--- src/rtl/swc_defs.svh ---
`ifndef SWC_DEFS_SVH
`define SWC_DEFS_SVH

// clock and reset timer figures
`define SWC_CLK_PERIOD_NS   8
`define SWC_DRT_POR_US      18000
`define SWC_DRT_SUB_US      300
`define SWC_DRT_POR_CYC     ((`SWC_DRT_POR_US * 1000) / `SWC_CLK_PERIOD_NS)
`define SWC_DRT_SUB_CYC     ((`SWC_DRT_SUB_US * 1000) / `SWC_CLK_PERIOD_NS)
// watchdog oscillator ticks per time-out, before prescaler
`define SWC_WDT_TICKS       18

// register byte offsets
`define SWC_OFS_STATUS      8'h00
`define SWC_OFS_CTRL        8'h04
`define SWC_OFS_INT_STAT    8'h08
`define SWC_OFS_INT_MASK    8'h0C

// status register fields
`define SWC_ST_PD_BIT       3
`define SWC_ST_TO_BIT       4
`define SWC_ST_PCWF_BIT     7

// control register fields and reset values
`define SWC_CT_WOC_BIT      0
`define SWC_CT_PSA_BIT      1
`define SWC_CT_PS_LSB       2
`define SWC_CT_WOC_RST      1'h1
`define SWC_CT_PSA_RST      1'h1
`define SWC_CT_PS_RST       3'h7

// interrupt status bits
`define SWC_IRQ_SLEEP       0
`define SWC_IRQ_MASTER_CLEAR_PIN_WAKE   1
`define SWC_IRQ_WDT         2
`define SWC_IRQ_PIN_WAKE    3
`define SWC_IRQ_W           4

// port inputs watched for wake-on-change
`define SWC_WAKE_PIN0       0
`define SWC_WAKE_PIN1       1
`define SWC_WAKE_PIN2       3

`endif

--- src/rtl/swc_pkg.sv ---
package swc_pkg;

    typedef enum logic [2:0] {
        ST_DRT   = 3'h1,
        ST_RUN   = 3'h2,
        ST_SLEEP = 3'h4
    } swc_state_t;

endpackage : swc_pkg

--- src/rtl/swc_wdt_if.sv ---
`timescale 1ns/1ns
interface swc_wdt_if;
    logic       clr;
    logic       en;
    logic       psa;
    logic [2:0] ps;
    logic       tick;
    logic       timeout;

    modport ctl (output clr, en, psa, ps, tick, input timeout);
    modport wdt (input clr, en, psa, ps, tick, output timeout);
endinterface : swc_wdt_if

--- src/rtl/swc_top.sv ---
// What this block does
// - sleep entered only by sleep instruction
// - sleep entry clears watchdog and prescaler
// - sleep entry sets time-out, clears power-down
// - sleep entry stops main oscillator driver
// - port drive states frozen during sleep
// - watchdog reset never drives master-clear pin
// - master-clear wakes sleep when pin enabled
// - watchdog time-out wakes only when enabled
// - change on inputs 0,1,3 wakes
// - every wake is a full reset
// - watchdog wake clears time-out flag
// - power-down flag set at power-up
// - pin-change flag against last port reference
// - wake clears watchdog regardless of source
// - flags kept; master-clear pulse while running leaves them
// - watchdog time-out restarts reset timer
`timescale 1ns/1ns
`include "swc_defs.svh"
module swc_top #(
    parameter int unsigned PORT_W    = 6,
    parameter int unsigned DRT_W     = 22,
    parameter int unsigned DRT_POR   = `SWC_DRT_POR_CYC,
    parameter int unsigned DRT_SUB   = `SWC_DRT_SUB_CYC,
    parameter int unsigned WDT_TICKS = `SWC_WDT_TICKS
) (
    input  wire logic                core_clk_in,
    input  wire logic                sys_rst_in,
    input  wire logic                ce_in,
    input  wire logic                psel_in,
    input  wire logic                penable_in,
    input  wire logic                pwrite_in,
    input  wire logic [7:0]          paddr_in,
    input  wire logic [31:0]         pwdata_in,
    output logic [31:0]              prdata_out,
    output logic                     pready_out,
    output logic                     pslverr_out,
    output logic                     irq_out,
    input  wire logic                sleep_exec_in,
    input  wire logic                clrwdt_exec_in,
    input  wire logic                port_access_in,
    input  wire logic                watchdog_config_enable_in,
    input  wire logic                master_clear_pin_enable_in,
    input  wire logic                master_clear_pin_n_in,
    input  wire logic                wdt_osc_tick_in,
    input  wire logic [PORT_W-1:0]   port_in,
    input  wire logic [PORT_W-1:0]   port_drv_in,
    input  wire logic [PORT_W-1:0]   port_oe_in,
    output logic [PORT_W-1:0]        port_drv_out,
    output logic [PORT_W-1:0]        port_oe_out,
    output logic                     core_reset_out,
    output logic                     osc_enable_out,
    output swc_pkg::swc_state_t      power_state_out,
    output logic                     time_out_flag_n_out,
    output logic                     power_down_flag_n_out,
    output logic                     pin_change_wake_flag_out
);
    import swc_pkg::*;

    localparam int unsigned WAKE_N = 3;
    localparam int unsigned WAKE_IDX [WAKE_N] = '{
        `SWC_WAKE_PIN0, `SWC_WAKE_PIN1, `SWC_WAKE_PIN2};

    typedef struct packed {
        swc_state_t          st;
        logic [DRT_W-1:0]    device_reset_timer;
        logic                time_out_flag_n;
        logic                power_down_flag_n;
        logic                pin_change_wake_flag;
        logic                wake_on_change_enable_n;
        logic                psa;
        logic [2:0]          ps;
        logic [WAKE_N-1:0]   ref_lvl;
        logic [PORT_W-1:0]   drv;
        logic [PORT_W-1:0]   oe;
        logic [`SWC_IRQ_W-1:0] istat;
        logic [`SWC_IRQ_W-1:0] imask;
        logic                irq;
        logic                core_rst;
        logic                osc_en;
        logic                wdt_clr;
        logic [31:0]         rdata;
        logic                rdy;
        logic                err;
    } swc_top_st_t;

    localparam swc_top_st_t RST = '{
        st:                      ST_DRT,
        device_reset_timer:                     DRT_W'(DRT_POR - 1),
        time_out_flag_n:         1'h1,
        power_down_flag_n:       1'h1,
        wake_on_change_enable_n: `SWC_CT_WOC_RST,
        psa:                     `SWC_CT_PSA_RST,
        ps:                      `SWC_CT_PS_RST,
        core_rst:                1'h1,
        osc_en:                  1'h1,
        wdt_clr:                 1'h1,
        default:                 '0
    };

    swc_top_st_t         r;
    swc_top_st_t         n;
    swc_wdt_if           wif ();
    logic [WAKE_N-1:0]   wake_lvl;
    logic                master_clear_pin_low;
    logic                wd_to;
    logic                pin_wake;
    logic                wake_any;
    logic                sleep_go;
    logic                access;
    logic                hit;
    logic [31:0]         rd_mux;
    logic [`SWC_IRQ_W-1:0] ev;
    logic [`SWC_IRQ_W-1:0] rd_clr;

    // wake pins are compared every cycle; the core is the only part
    // that stops, this block keeps its clock while asleep
    for (genvar g = 0; g < WAKE_N; g++) begin : g_wake
        assign wake_lvl[g] = port_in[WAKE_IDX[g]];
    end

    assign master_clear_pin_low = master_clear_pin_enable_in && !master_clear_pin_n_in;
    assign wd_to    = wif.timeout;
    assign pin_wake = !r.wake_on_change_enable_n &&
                      |(wake_lvl ^ r.ref_lvl);
    assign wake_any = master_clear_pin_low || wd_to || pin_wake;
    assign sleep_go = r.st == ST_RUN && sleep_exec_in &&
                      !master_clear_pin_low && !wd_to;

    assign wif.clr  = r.wdt_clr;
    assign wif.en   = watchdog_config_enable_in;
    assign wif.psa  = r.psa;
    assign wif.ps   = r.ps;
    assign wif.tick = wdt_osc_tick_in;

    swc_wdt #(
        .TICKS (WDT_TICKS)
    ) u_wdt (
        .core_clk_in (core_clk_in),
        .sys_rst_in  (sys_rst_in),
        .ce_in       (ce_in),
        .wif         (wif)
    );

    assign access = psel_in && penable_in;

    always_comb begin
        hit    = 1'b1;
        rd_mux = 32'h0000_0000;
        case (paddr_in)
            `SWC_OFS_STATUS: begin
                rd_mux[`SWC_ST_PCWF_BIT] = r.pin_change_wake_flag;
                rd_mux[`SWC_ST_TO_BIT]   = r.time_out_flag_n;
                rd_mux[`SWC_ST_PD_BIT]   = r.power_down_flag_n;
            end
            `SWC_OFS_CTRL: begin
                rd_mux[`SWC_CT_WOC_BIT] = r.wake_on_change_enable_n;
                rd_mux[`SWC_CT_PSA_BIT] = r.psa;
                rd_mux[`SWC_CT_PS_LSB +: 3] = r.ps;
            end
            `SWC_OFS_INT_STAT: rd_mux[`SWC_IRQ_W-1:0] = r.istat;
            `SWC_OFS_INT_MASK: rd_mux[`SWC_IRQ_W-1:0] = r.imask;
            default: hit = 1'b0;
        endcase
    end

    always_comb begin
        n         = r;
        n.wdt_clr = 1'b0;
        ev        = '0;
        rd_clr    = '0;

        // outputs follow the core until sleep, then stay as they were
        if (r.st != ST_SLEEP) begin
            n.drv = port_drv_in;
            n.oe  = port_oe_in;
        end
        if (r.st == ST_RUN && port_access_in) begin
            n.ref_lvl = wake_lvl;
        end
        // a master-clear in the same cycle keeps the flags as they are
        if (r.st == ST_RUN && clrwdt_exec_in && !master_clear_pin_low) begin
            n.wdt_clr           = 1'b1;
            n.time_out_flag_n   = 1'b1;
            n.power_down_flag_n = 1'b1;
        end

        case (r.st)
            ST_DRT: begin
                n.wdt_clr = 1'b1;
                // timer only runs once master-clear is released
                if (!master_clear_pin_low) begin
                    if (r.device_reset_timer == '0) begin
                        n.st       = ST_RUN;
                        n.core_rst = 1'b0;
                    end else begin
                        n.device_reset_timer = r.device_reset_timer - DRT_W'(1);
                    end
                end
            end
            ST_RUN: begin
                if (master_clear_pin_low) begin
                    // flags untouched by a master-clear pulse
                    n.st       = ST_DRT;
                    n.core_rst = 1'b1;
                    n.device_reset_timer      = DRT_W'(DRT_SUB - 1);
                end else if (wd_to) begin
                    // internal only: the master-clear pin is input only
                    n.st                   = ST_DRT;
                    n.core_rst             = 1'b1;
                    n.device_reset_timer                  = DRT_W'(DRT_SUB - 1);
                    n.time_out_flag_n      = 1'b0;
                    n.pin_change_wake_flag = 1'b0;
                    ev[`SWC_IRQ_WDT]       = 1'b1;
                end else if (sleep_exec_in) begin
                    n.st                = ST_SLEEP;
                    n.osc_en            = 1'b0;
                    n.wdt_clr           = 1'b1;
                    n.time_out_flag_n   = 1'b1;
                    n.power_down_flag_n = 1'b0;
                    ev[`SWC_IRQ_SLEEP]  = 1'b1;
                end
            end
            ST_SLEEP: begin
                // same-cycle causes: master-clear, then watchdog, then pin
                if (master_clear_pin_low) begin
                    n.time_out_flag_n        = 1'b1;
                    n.pin_change_wake_flag   = 1'b0;
                    ev[`SWC_IRQ_MASTER_CLEAR_PIN_WAKE]   = 1'b1;
                end else if (wd_to) begin
                    n.time_out_flag_n        = 1'b0;
                    n.pin_change_wake_flag   = 1'b0;
                    ev[`SWC_IRQ_WDT]         = 1'b1;
                end else if (pin_wake) begin
                    n.time_out_flag_n        = 1'b1;
                    n.pin_change_wake_flag   = 1'b1;
                    ev[`SWC_IRQ_PIN_WAKE]    = 1'b1;
                end
                if (wake_any) begin
                    n.st       = ST_DRT;
                    n.core_rst = 1'b1;
                    n.osc_en   = 1'b1;
                    n.wdt_clr  = 1'b1;
                    n.device_reset_timer      = DRT_W'(DRT_SUB - 1);
                end
            end
            default: begin
                n.st       = ST_DRT;
                n.core_rst = 1'b1;
                n.osc_en   = 1'b1;
                n.device_reset_timer      = DRT_W'(DRT_SUB - 1);
            end
        endcase

        // one wait state: data and error are registered on the same edge that raises pready
        n.rdy = access && !r.rdy;
        n.err = 1'b0;
        if (access && !r.rdy) begin
            n.rdata = rd_mux;
            n.err   = !hit;
        end
        if (access && r.rdy && pwrite_in) begin
            if (paddr_in == `SWC_OFS_CTRL) begin
                n.wake_on_change_enable_n = pwdata_in[`SWC_CT_WOC_BIT];
                n.psa = pwdata_in[`SWC_CT_PSA_BIT];
                n.ps  = pwdata_in[`SWC_CT_PS_LSB +: 3];
            end
            if (paddr_in == `SWC_OFS_INT_MASK) begin
                n.imask = pwdata_in[`SWC_IRQ_W-1:0];
            end
        end
        // only bits that were reported are cleared; a new event wins
        if (access && r.rdy && !pwrite_in &&
            paddr_in == `SWC_OFS_INT_STAT) begin
            rd_clr = r.rdata[`SWC_IRQ_W-1:0];
        end
        n.istat = (r.istat & ~rd_clr) | ev;
        n.irq   = |(n.istat & n.imask);
    end

    always_ff @(posedge core_clk_in) begin
        if (sys_rst_in) begin
            r <= RST;
        end else if (ce_in) begin
            r <= n;
        end
    end

    assign prdata_out               = r.rdata;
    assign pready_out               = r.rdy;
    assign pslverr_out              = r.err;
    assign irq_out                  = r.irq;
    assign port_drv_out             = r.drv;
    assign port_oe_out              = r.oe;
    assign core_reset_out           = r.core_rst;
    assign osc_enable_out           = r.osc_en;
    assign power_state_out          = r.st;
    assign time_out_flag_n_out      = r.time_out_flag_n;
    assign power_down_flag_n_out    = r.power_down_flag_n;
    assign pin_change_wake_flag_out = r.pin_change_wake_flag;
endmodule : swc_top

--- src/rtl/swc_wdt.sv ---
`timescale 1ns/1ns
`include "swc_defs.svh"
module swc_wdt #(
    parameter int unsigned TICKS = `SWC_WDT_TICKS,
    parameter int unsigned CNT_W = 16
) (
    input  wire logic core_clk_in,
    input  wire logic sys_rst_in,
    input  wire logic ce_in,
    swc_wdt_if.wdt    wif
);
    import swc_pkg::*;

    typedef struct packed {
        logic [6:0]       pre;
        logic [CNT_W-1:0] cnt;
        logic             to;
    } swc_wdt_st_t;

    swc_wdt_st_t r;
    swc_wdt_st_t n;
    logic [6:0]  lim;

    // prescaler ratio 1:2^ps, so ps of 7 gives 1:128
    assign lim = 7'((8'h01 << wif.ps) - 8'h01);

    always_comb begin
        n    = r;
        n.to = 1'b0;
        if (!wif.en || wif.clr) begin
            n.pre = '0;
            n.cnt = '0;
        end else if (wif.tick) begin
            if (wif.psa && r.pre != lim) begin
                n.pre = r.pre + 7'h01;
            end else begin
                n.pre = '0;
                if (r.cnt == CNT_W'(TICKS - 1)) begin
                    n.cnt = '0;
                    n.to  = 1'b1;
                end else begin
                    n.cnt = r.cnt + CNT_W'(1);
                end
            end
        end
    end

    always_ff @(posedge core_clk_in) begin
        if (sys_rst_in) begin
            r <= '0;
        end else if (ce_in) begin
            r <= n;
        end
    end

    assign wif.timeout = r.to;
endmodule : swc_wdt

--- config.mk ---
export PLATFORM = sky130hd
export DESIGN_NAME = swc_top
export DESIGN_NICKNAME = d
export VERILOG_FILES = /design/src/rtl/swc_pkg.sv /design/src/rtl/swc_wdt_if.sv /design/src/rtl/swc_top.sv /design/src/rtl/swc_wdt.sv
export VERILOG_INCLUDE_DIRS = /design/src /design/src/rtl
export SDC_FILE = /design/constraint.sdc
export NUM_CORES = 1
export LEC_CHECK = 0
export BUFFER_PORTS_ARGS = -buffer_cell sky130_fd_sc_hd__buf_2
export CAP_MARGIN = 20
export CORE_ASPECT_RATIO = 0.8
export CORE_MARGIN = 3
export CORE_UTILIZATION = 49
export CTS_BUF_LIST = sky130_fd_sc_hd__clkbuf_4
export DETAILED_ROUTE_END_ITERATION = 12
export PLACE_DENSITY = 0.74
export REMOVE_ABC_BUFFERS = 1
export SLEW_MARGIN = 15
export SYNTH_ARGS = -nofsm -noshare
export SYNTH_HDL_FRONTEND = slang
export SYNTH_HIERARCHICAL = 1
export SYNTH_SLANG_ARGS = --single-unit
export TNS_END_PERCENT = 5
--- constraint.sdc ---
create_clock -name core_clk_in -period 2.7 [get_ports core_clk_in]
set_clock_uncertainty 0.2 [all_clocks]
set_input_delay 0 -clock core_clk_in [delete_from_list [all_inputs] [get_ports core_clk_in]]
set_output_delay 0 -clock core_clk_in [all_outputs]
set_load 0.02 [all_outputs]
-- Word level (Yosys, flattened, before mapping)
Index checks and enable logic that the tools add are counted.
- output and inout bits: 55
- word-level logic and storage cells: 160
- input port bits: 71
- bits in registers: 92
- eq/ne operators: 21
- reduce and logical (&&, ||, !) cells: 40
- add/subtract/negate cells: 4
- shift-type cells: 1
- multiplexer cells: 65
- bitwise operators: 6
- operator list (kind ; count):
    $mux 25 ; 3
    $pmux 25 s3 ; 1
    $mux 22 ; 2
    $mux 1 ; 31
    $mux 24 ; 1
    $mux 23 ; 1
    $logic_not 22->1 ; 1
    $sub 22x1->22 const B ; 1
    $reduce_and 5->1 ; 4
    $mux 17 ; 1
    $add 16x1->16 const B ; 1
    $eq 16x5->1 const B ; 1
    $eq 8x4->1 const B ; 2
    $mux 16 ; 1
    $mux 3 ; 5
    $ne 2x2->1 const B ; 7
    $logic_and 1x1->1 ; 12
    $mux 2 ; 6
    $mux 4 ; 3
    $pmux 1 s3 ; 3
    $pmux 3 s3 ; 1
    $and 4x4->4 ; 2
    $eq 8x3->1 const B ; 1
    $logic_not 8->1 ; 1
    other kinds (26) ; 45

-- Longest topological paths before layout
- word-level depth: 10
- gate-level depth with buffers: 12
- gate-level depth less buffers: 9

-- By module
The synthesis kept the hierarchy.
- by module, submodules not included (module ; area an instance (µm²) ; cells each ; instances ; sequential area each (µm²)):
    swc_top ; 3751.1 ; 454 ; 1 ; 1361.3
    swc_wdt ; 1516.5 ; 186 ; 1 ; 480.5

-- Worst setup path after synthesis
Ideal clock, no wire load.
- path type: flip-flop to flip-flop
- from: register r, in the netlist wif.ps[2]
- to: register u_wdt/r[20] (netlist name)
- cell stages (with the launch flop): 12
- arrival time: 2.527 ns
- path buffers: 3
- slack: -0.101 ns
- data required time: 2.426 ns
- cells stage by stage: dfxtp_1 -> buf_6 -> or3_1 -> ha_1 -> or3b_1 -> a21oi_1 -> o311a_2 -> a311oi_4 -> buf_6 -> buf_8 -> nand3b_1 -> a31oi_1
- word-level cells in the longest chain between the ends: 7
- RTL lines (what ; RTL line ; source):
    start, declared ; swc_top.sv:101 ; swc_top_st_t r;
    start signal, assigned ; swc_top.sv:285 ; r <= n;
    $shl 1x3->7 ; swc_wdt.sv:25 ; assign lim = 7'((8'h01 << wif.ps) - 8'h01);
    $sub 7x1->7 ; swc_wdt.sv:25 ;
    $ne 7x7->1 ; swc_wdt.sv:34 ; if (wif.psa && r.pre != lim) begin
    $logic_and 1x1->1 ; swc_wdt.sv:34 ;
    $mux 7 ; swc_wdt.sv:34 ;
    $mux 24 ; swc_wdt.sv:33 ; end else if (wif.tick) begin
    $mux 23 ; swc_wdt.sv:30 ; if (!wif.en || wif.clr) begin
    end signal, assigned ; swc_wdt.sv:52 ; r <= n;
    end, declared ; swc_wdt.sv:20 ; swc_wdt_st_t r;
Every way passes these cells. The select of a mux whose other input is x is not followed.
A chain may end at the register's enable or synchronous reset.

-- Worst setup path in the final report
- from: register r, in the netlist wif.ps[0]
- to: register u_wdt/r[6] (netlist name)
- word-level cells in the longest chain between the ends: 6
- RTL lines (what ; RTL line):
    $shl 1x3->7 ; swc_wdt.sv:25
    $sub 7x1->7 ; swc_wdt.sv:25
    $ne 7x7->1 ; swc_wdt.sv:34
    $logic_and 1x1->1 ; swc_wdt.sv:34
    $ne 2x1->1 (no source line) ; -
    $reduce_and 3->1 (no source line) ; -
Every way passes these cells.

==> flow_summary.toml <==
[run_status]
status = "finished, violations left"
failed_checks = "negative setup slack"

[die]
die_x_um = 122
core_um2 = 10400
io_pins = 126
die_h_um = 98.7
rows = 33
start_util_pct = 50.8
die_area_um2 = 12000

[setup_path]
worst-setup-path-type = "flop to flop"
cp_max_fo = 5
crit_required_ns = 2.87
cp-end-kind = "flop"
cp-start-kind = "flop"
worstPathArrival_ns = 2.97

[clock_network]
cts_tree = "done"
path_clk_slew_ns = 0.16
clock-root-buffer = "clkbuf_4"
cts_buffer_depth = 2
clk_latency_ns = 0.45
cts.sinks = 92
htreeDepth = 3
cts_buffers = 9

[placed_design]
placed_area_um2 = 5550
pre_cts_ws_ns = -0.0639
place_congestion = 0.888
dp_hpwl_um = 9060
port_buffers = 69

[power]
power_density_nw_per_um2 = 516
power.leakage_nw = 2.44
max-vdd-ir-drop_mv = 0.234

[sta]
finalSetupViolCount = 21
period_needed_ns = 2.80
max-slew-margin-rel_pct = 53.2
final-max-slew-violation-count = 0
fmax_mhz = 358
timing.final.ws_setup_ns = -0.0967
rsz0062_at_grt = "true"
tightest_slew_ns = 0.695
finalCritPeriodShare_pct = 104
finalSetupTns_ns = -1.16
hold_viol = 0

[logic_synthesis]
synthArstFlopShare_pct = 0
synth_top_area_share_pct = 35.0
synth.avg_cell_area_um2 = 8.23
synth_area_leaders = "dfxtp_1, buf_4, a21oi_1"
yosysTopAreaCell = "dfxtp_1"
yosysWarnings = 6
netlist_instances = 640
synthDistinctLibCells = 75
synth.yosys.seq_area_share_pct = 35.0
syn_area_um2 = 5270
synth_ff_type = "dfxtp_1"
ys_ff_latch = 92
synth-edff-count = 0

[cells_and_area]
area_growth_pct = 22.8
mostFrequentLayoutCell = "dfxtp_1"
fin_area_um2 = 6470
post-route-util_pct = 62.4
final_cell_mix = "dfxtp_1, buf_2, nand2_1, dlygate4sd3_1, a21oi_1"
final_layout_size_suffix_gt1_share_pct = 19.7
antennaDiodeCount = 0
fin_nets = 839

[global_routing]
grt_max_degree = 36
first_global_vias = 4805
grt_overflow = 0
antenna_found_initial = 0
grt_pass1_wl_um = 22700
gr-usage-all-layers_pct = 22.6

[route]
antenna_left = 0
route.detailed.drc = 0
drt-total-wl_um = 13900
routedWlPerCell_um = 15.3
vias_per_cell = 5.68
dr_total_vias = 5156
dr.pass1.iters = 6
first_iter_violations = 496

[hold_path]
hp-class = "primary input to flop"

[flow_run]
maxCapViolations = 0
[sequential cells by signal, indices dropped and copies added, names as in the netlist, 3 cells and up]
register	count
port_drv_out	6
port_oe_out	6
power_state_out	3
prdata_out	6
r	34
u_wdt/r	23
wif.ps	3
[metal layers]
metal / vias to the layer above / GRT usage, % / part of all wire (%) / wire length [µm]
met1: 2428 / 30.0 / 44 / 6150
met4: 0 / 5.08 / 1.2 / 162
met3: 19 / 4.13 / 6.3 / 876
met5: - / 0 / 0 / 0
li1: 2507 / - / - / -
met2: 202 / 38.3 / 48 / 6700
[final timing paths]
check,start,to,slack [ns],cells after the start
min reg2reg,r[90]$_SDFFE_PP1P_,r[90]$_SDFFE_PP1P_,0.27,2
min,master_clear_pin_n_in,time_out_flag_n_out$_SDFFE_PP1P_,0.05,5
max,wif.ps[0]$_SDFFE_PP1P_,u_wdt/r[6]$_SDFFE_PP0P_,-0.1,10
max reg2reg,wif.ps[0]$_SDFFE_PP1P_,u_wdt/r[6]$_SDFFE_PP0P_,-0.1,10
[cells by family after synthesis]
group | count (synthesis) | synth area share, %
AND/OR/NAND/NOR | 260 | 26.6
AO/OA/AOI/OAI | 157 | 19.6
flip-flops | 92 | 35.0
buffers and inverters | 91 | 11.3
XOR/XNOR | 21 | 3.49
multiplexers | 13 | 2.78
adder cells (fa/ha/maj) | 5 | 1.19
other | 1 | 0.0712
[final cells by class]
type	count	area [µm²]
clock inverters	7	51.3
well taps	140	175
repair buffers	167	1320
fillers	875	3890
multi-input cells	482	2970
clock buffers	9	67.6
inverters	11	41.3
flip-flops and latches	92	1850
[power by group]
group / switching (mW) / internal, mW / leakage [nW] / total (mW)
Combinational: 0.593 / 0.455 / 1.63 / 1.05
Clock: 0.501 / 0.195 / 0.0595 / 0.696
Sequential: 0.126 / 1.47 / 0.745 / 1.60
[worst max-delay path: stages (launching register included)]
cell and delay, ns:
dfxtp_2 0.35, or3_4 0.39, ha_4 0.18, or3b_1 0.15, a21oi_1 0.06, o311a_2 0.37
a311oi_4 0.44, buf_4 0.23, buf_16 0.11, o31ai_2 0.06, a21oi_1 0.17
[Yosys cell counts, types with 4 or more instances]
master / number
dfxtp_1: 92
nand2_1: 68
a21oi_1: 58
buf_4: 51
nor2_1: 45
nand3_1: 25
o21ai_0: 24
clkbuf_1: 18
or3_1: 15
nor4_1: 14
xnor2_1: 13
nand2b_1: 12
nor3_1: 12
or4_1: 12
a31oi_1: 11
inv_1: 11
and3_1: 10
nor2b_1: 10
o31ai_1: 10
mux2i_1: 9
xor2_1: 8
a211o_1: 7
nand4_1: 7
buf_6: 6
a22oi_1: 5
a311oi_1: 5
ha_1: 5
nor3b_1: 5
nand3b_1: 4
[through the flow]
stage / power, mW / hold WS, ns / std cells
2_1_floorplan: 2.19 / -0.131 / 585
3_3_place_gp: 2.49 / 0.0130 / 821
3_5_place_dp: 2.52 / 0.0387 / 821
4_1_cts: 3.33 / 0.00490 / 908
5_1_grt: 3.54 / 0.0525 / 908
6_report: 3.34 / 0.0478 / 908
[repair_timing]
action                                 CTS  global route
hold buffers                            63             0
setup buffers                            5             0
gates resized for setup                 11             9
endpoints found under the hold margin   53             0
pin swaps                               20             3
setup endpoints to repair               11            30
cloned                                   3             0
Power figures use the tool's default switching activity.
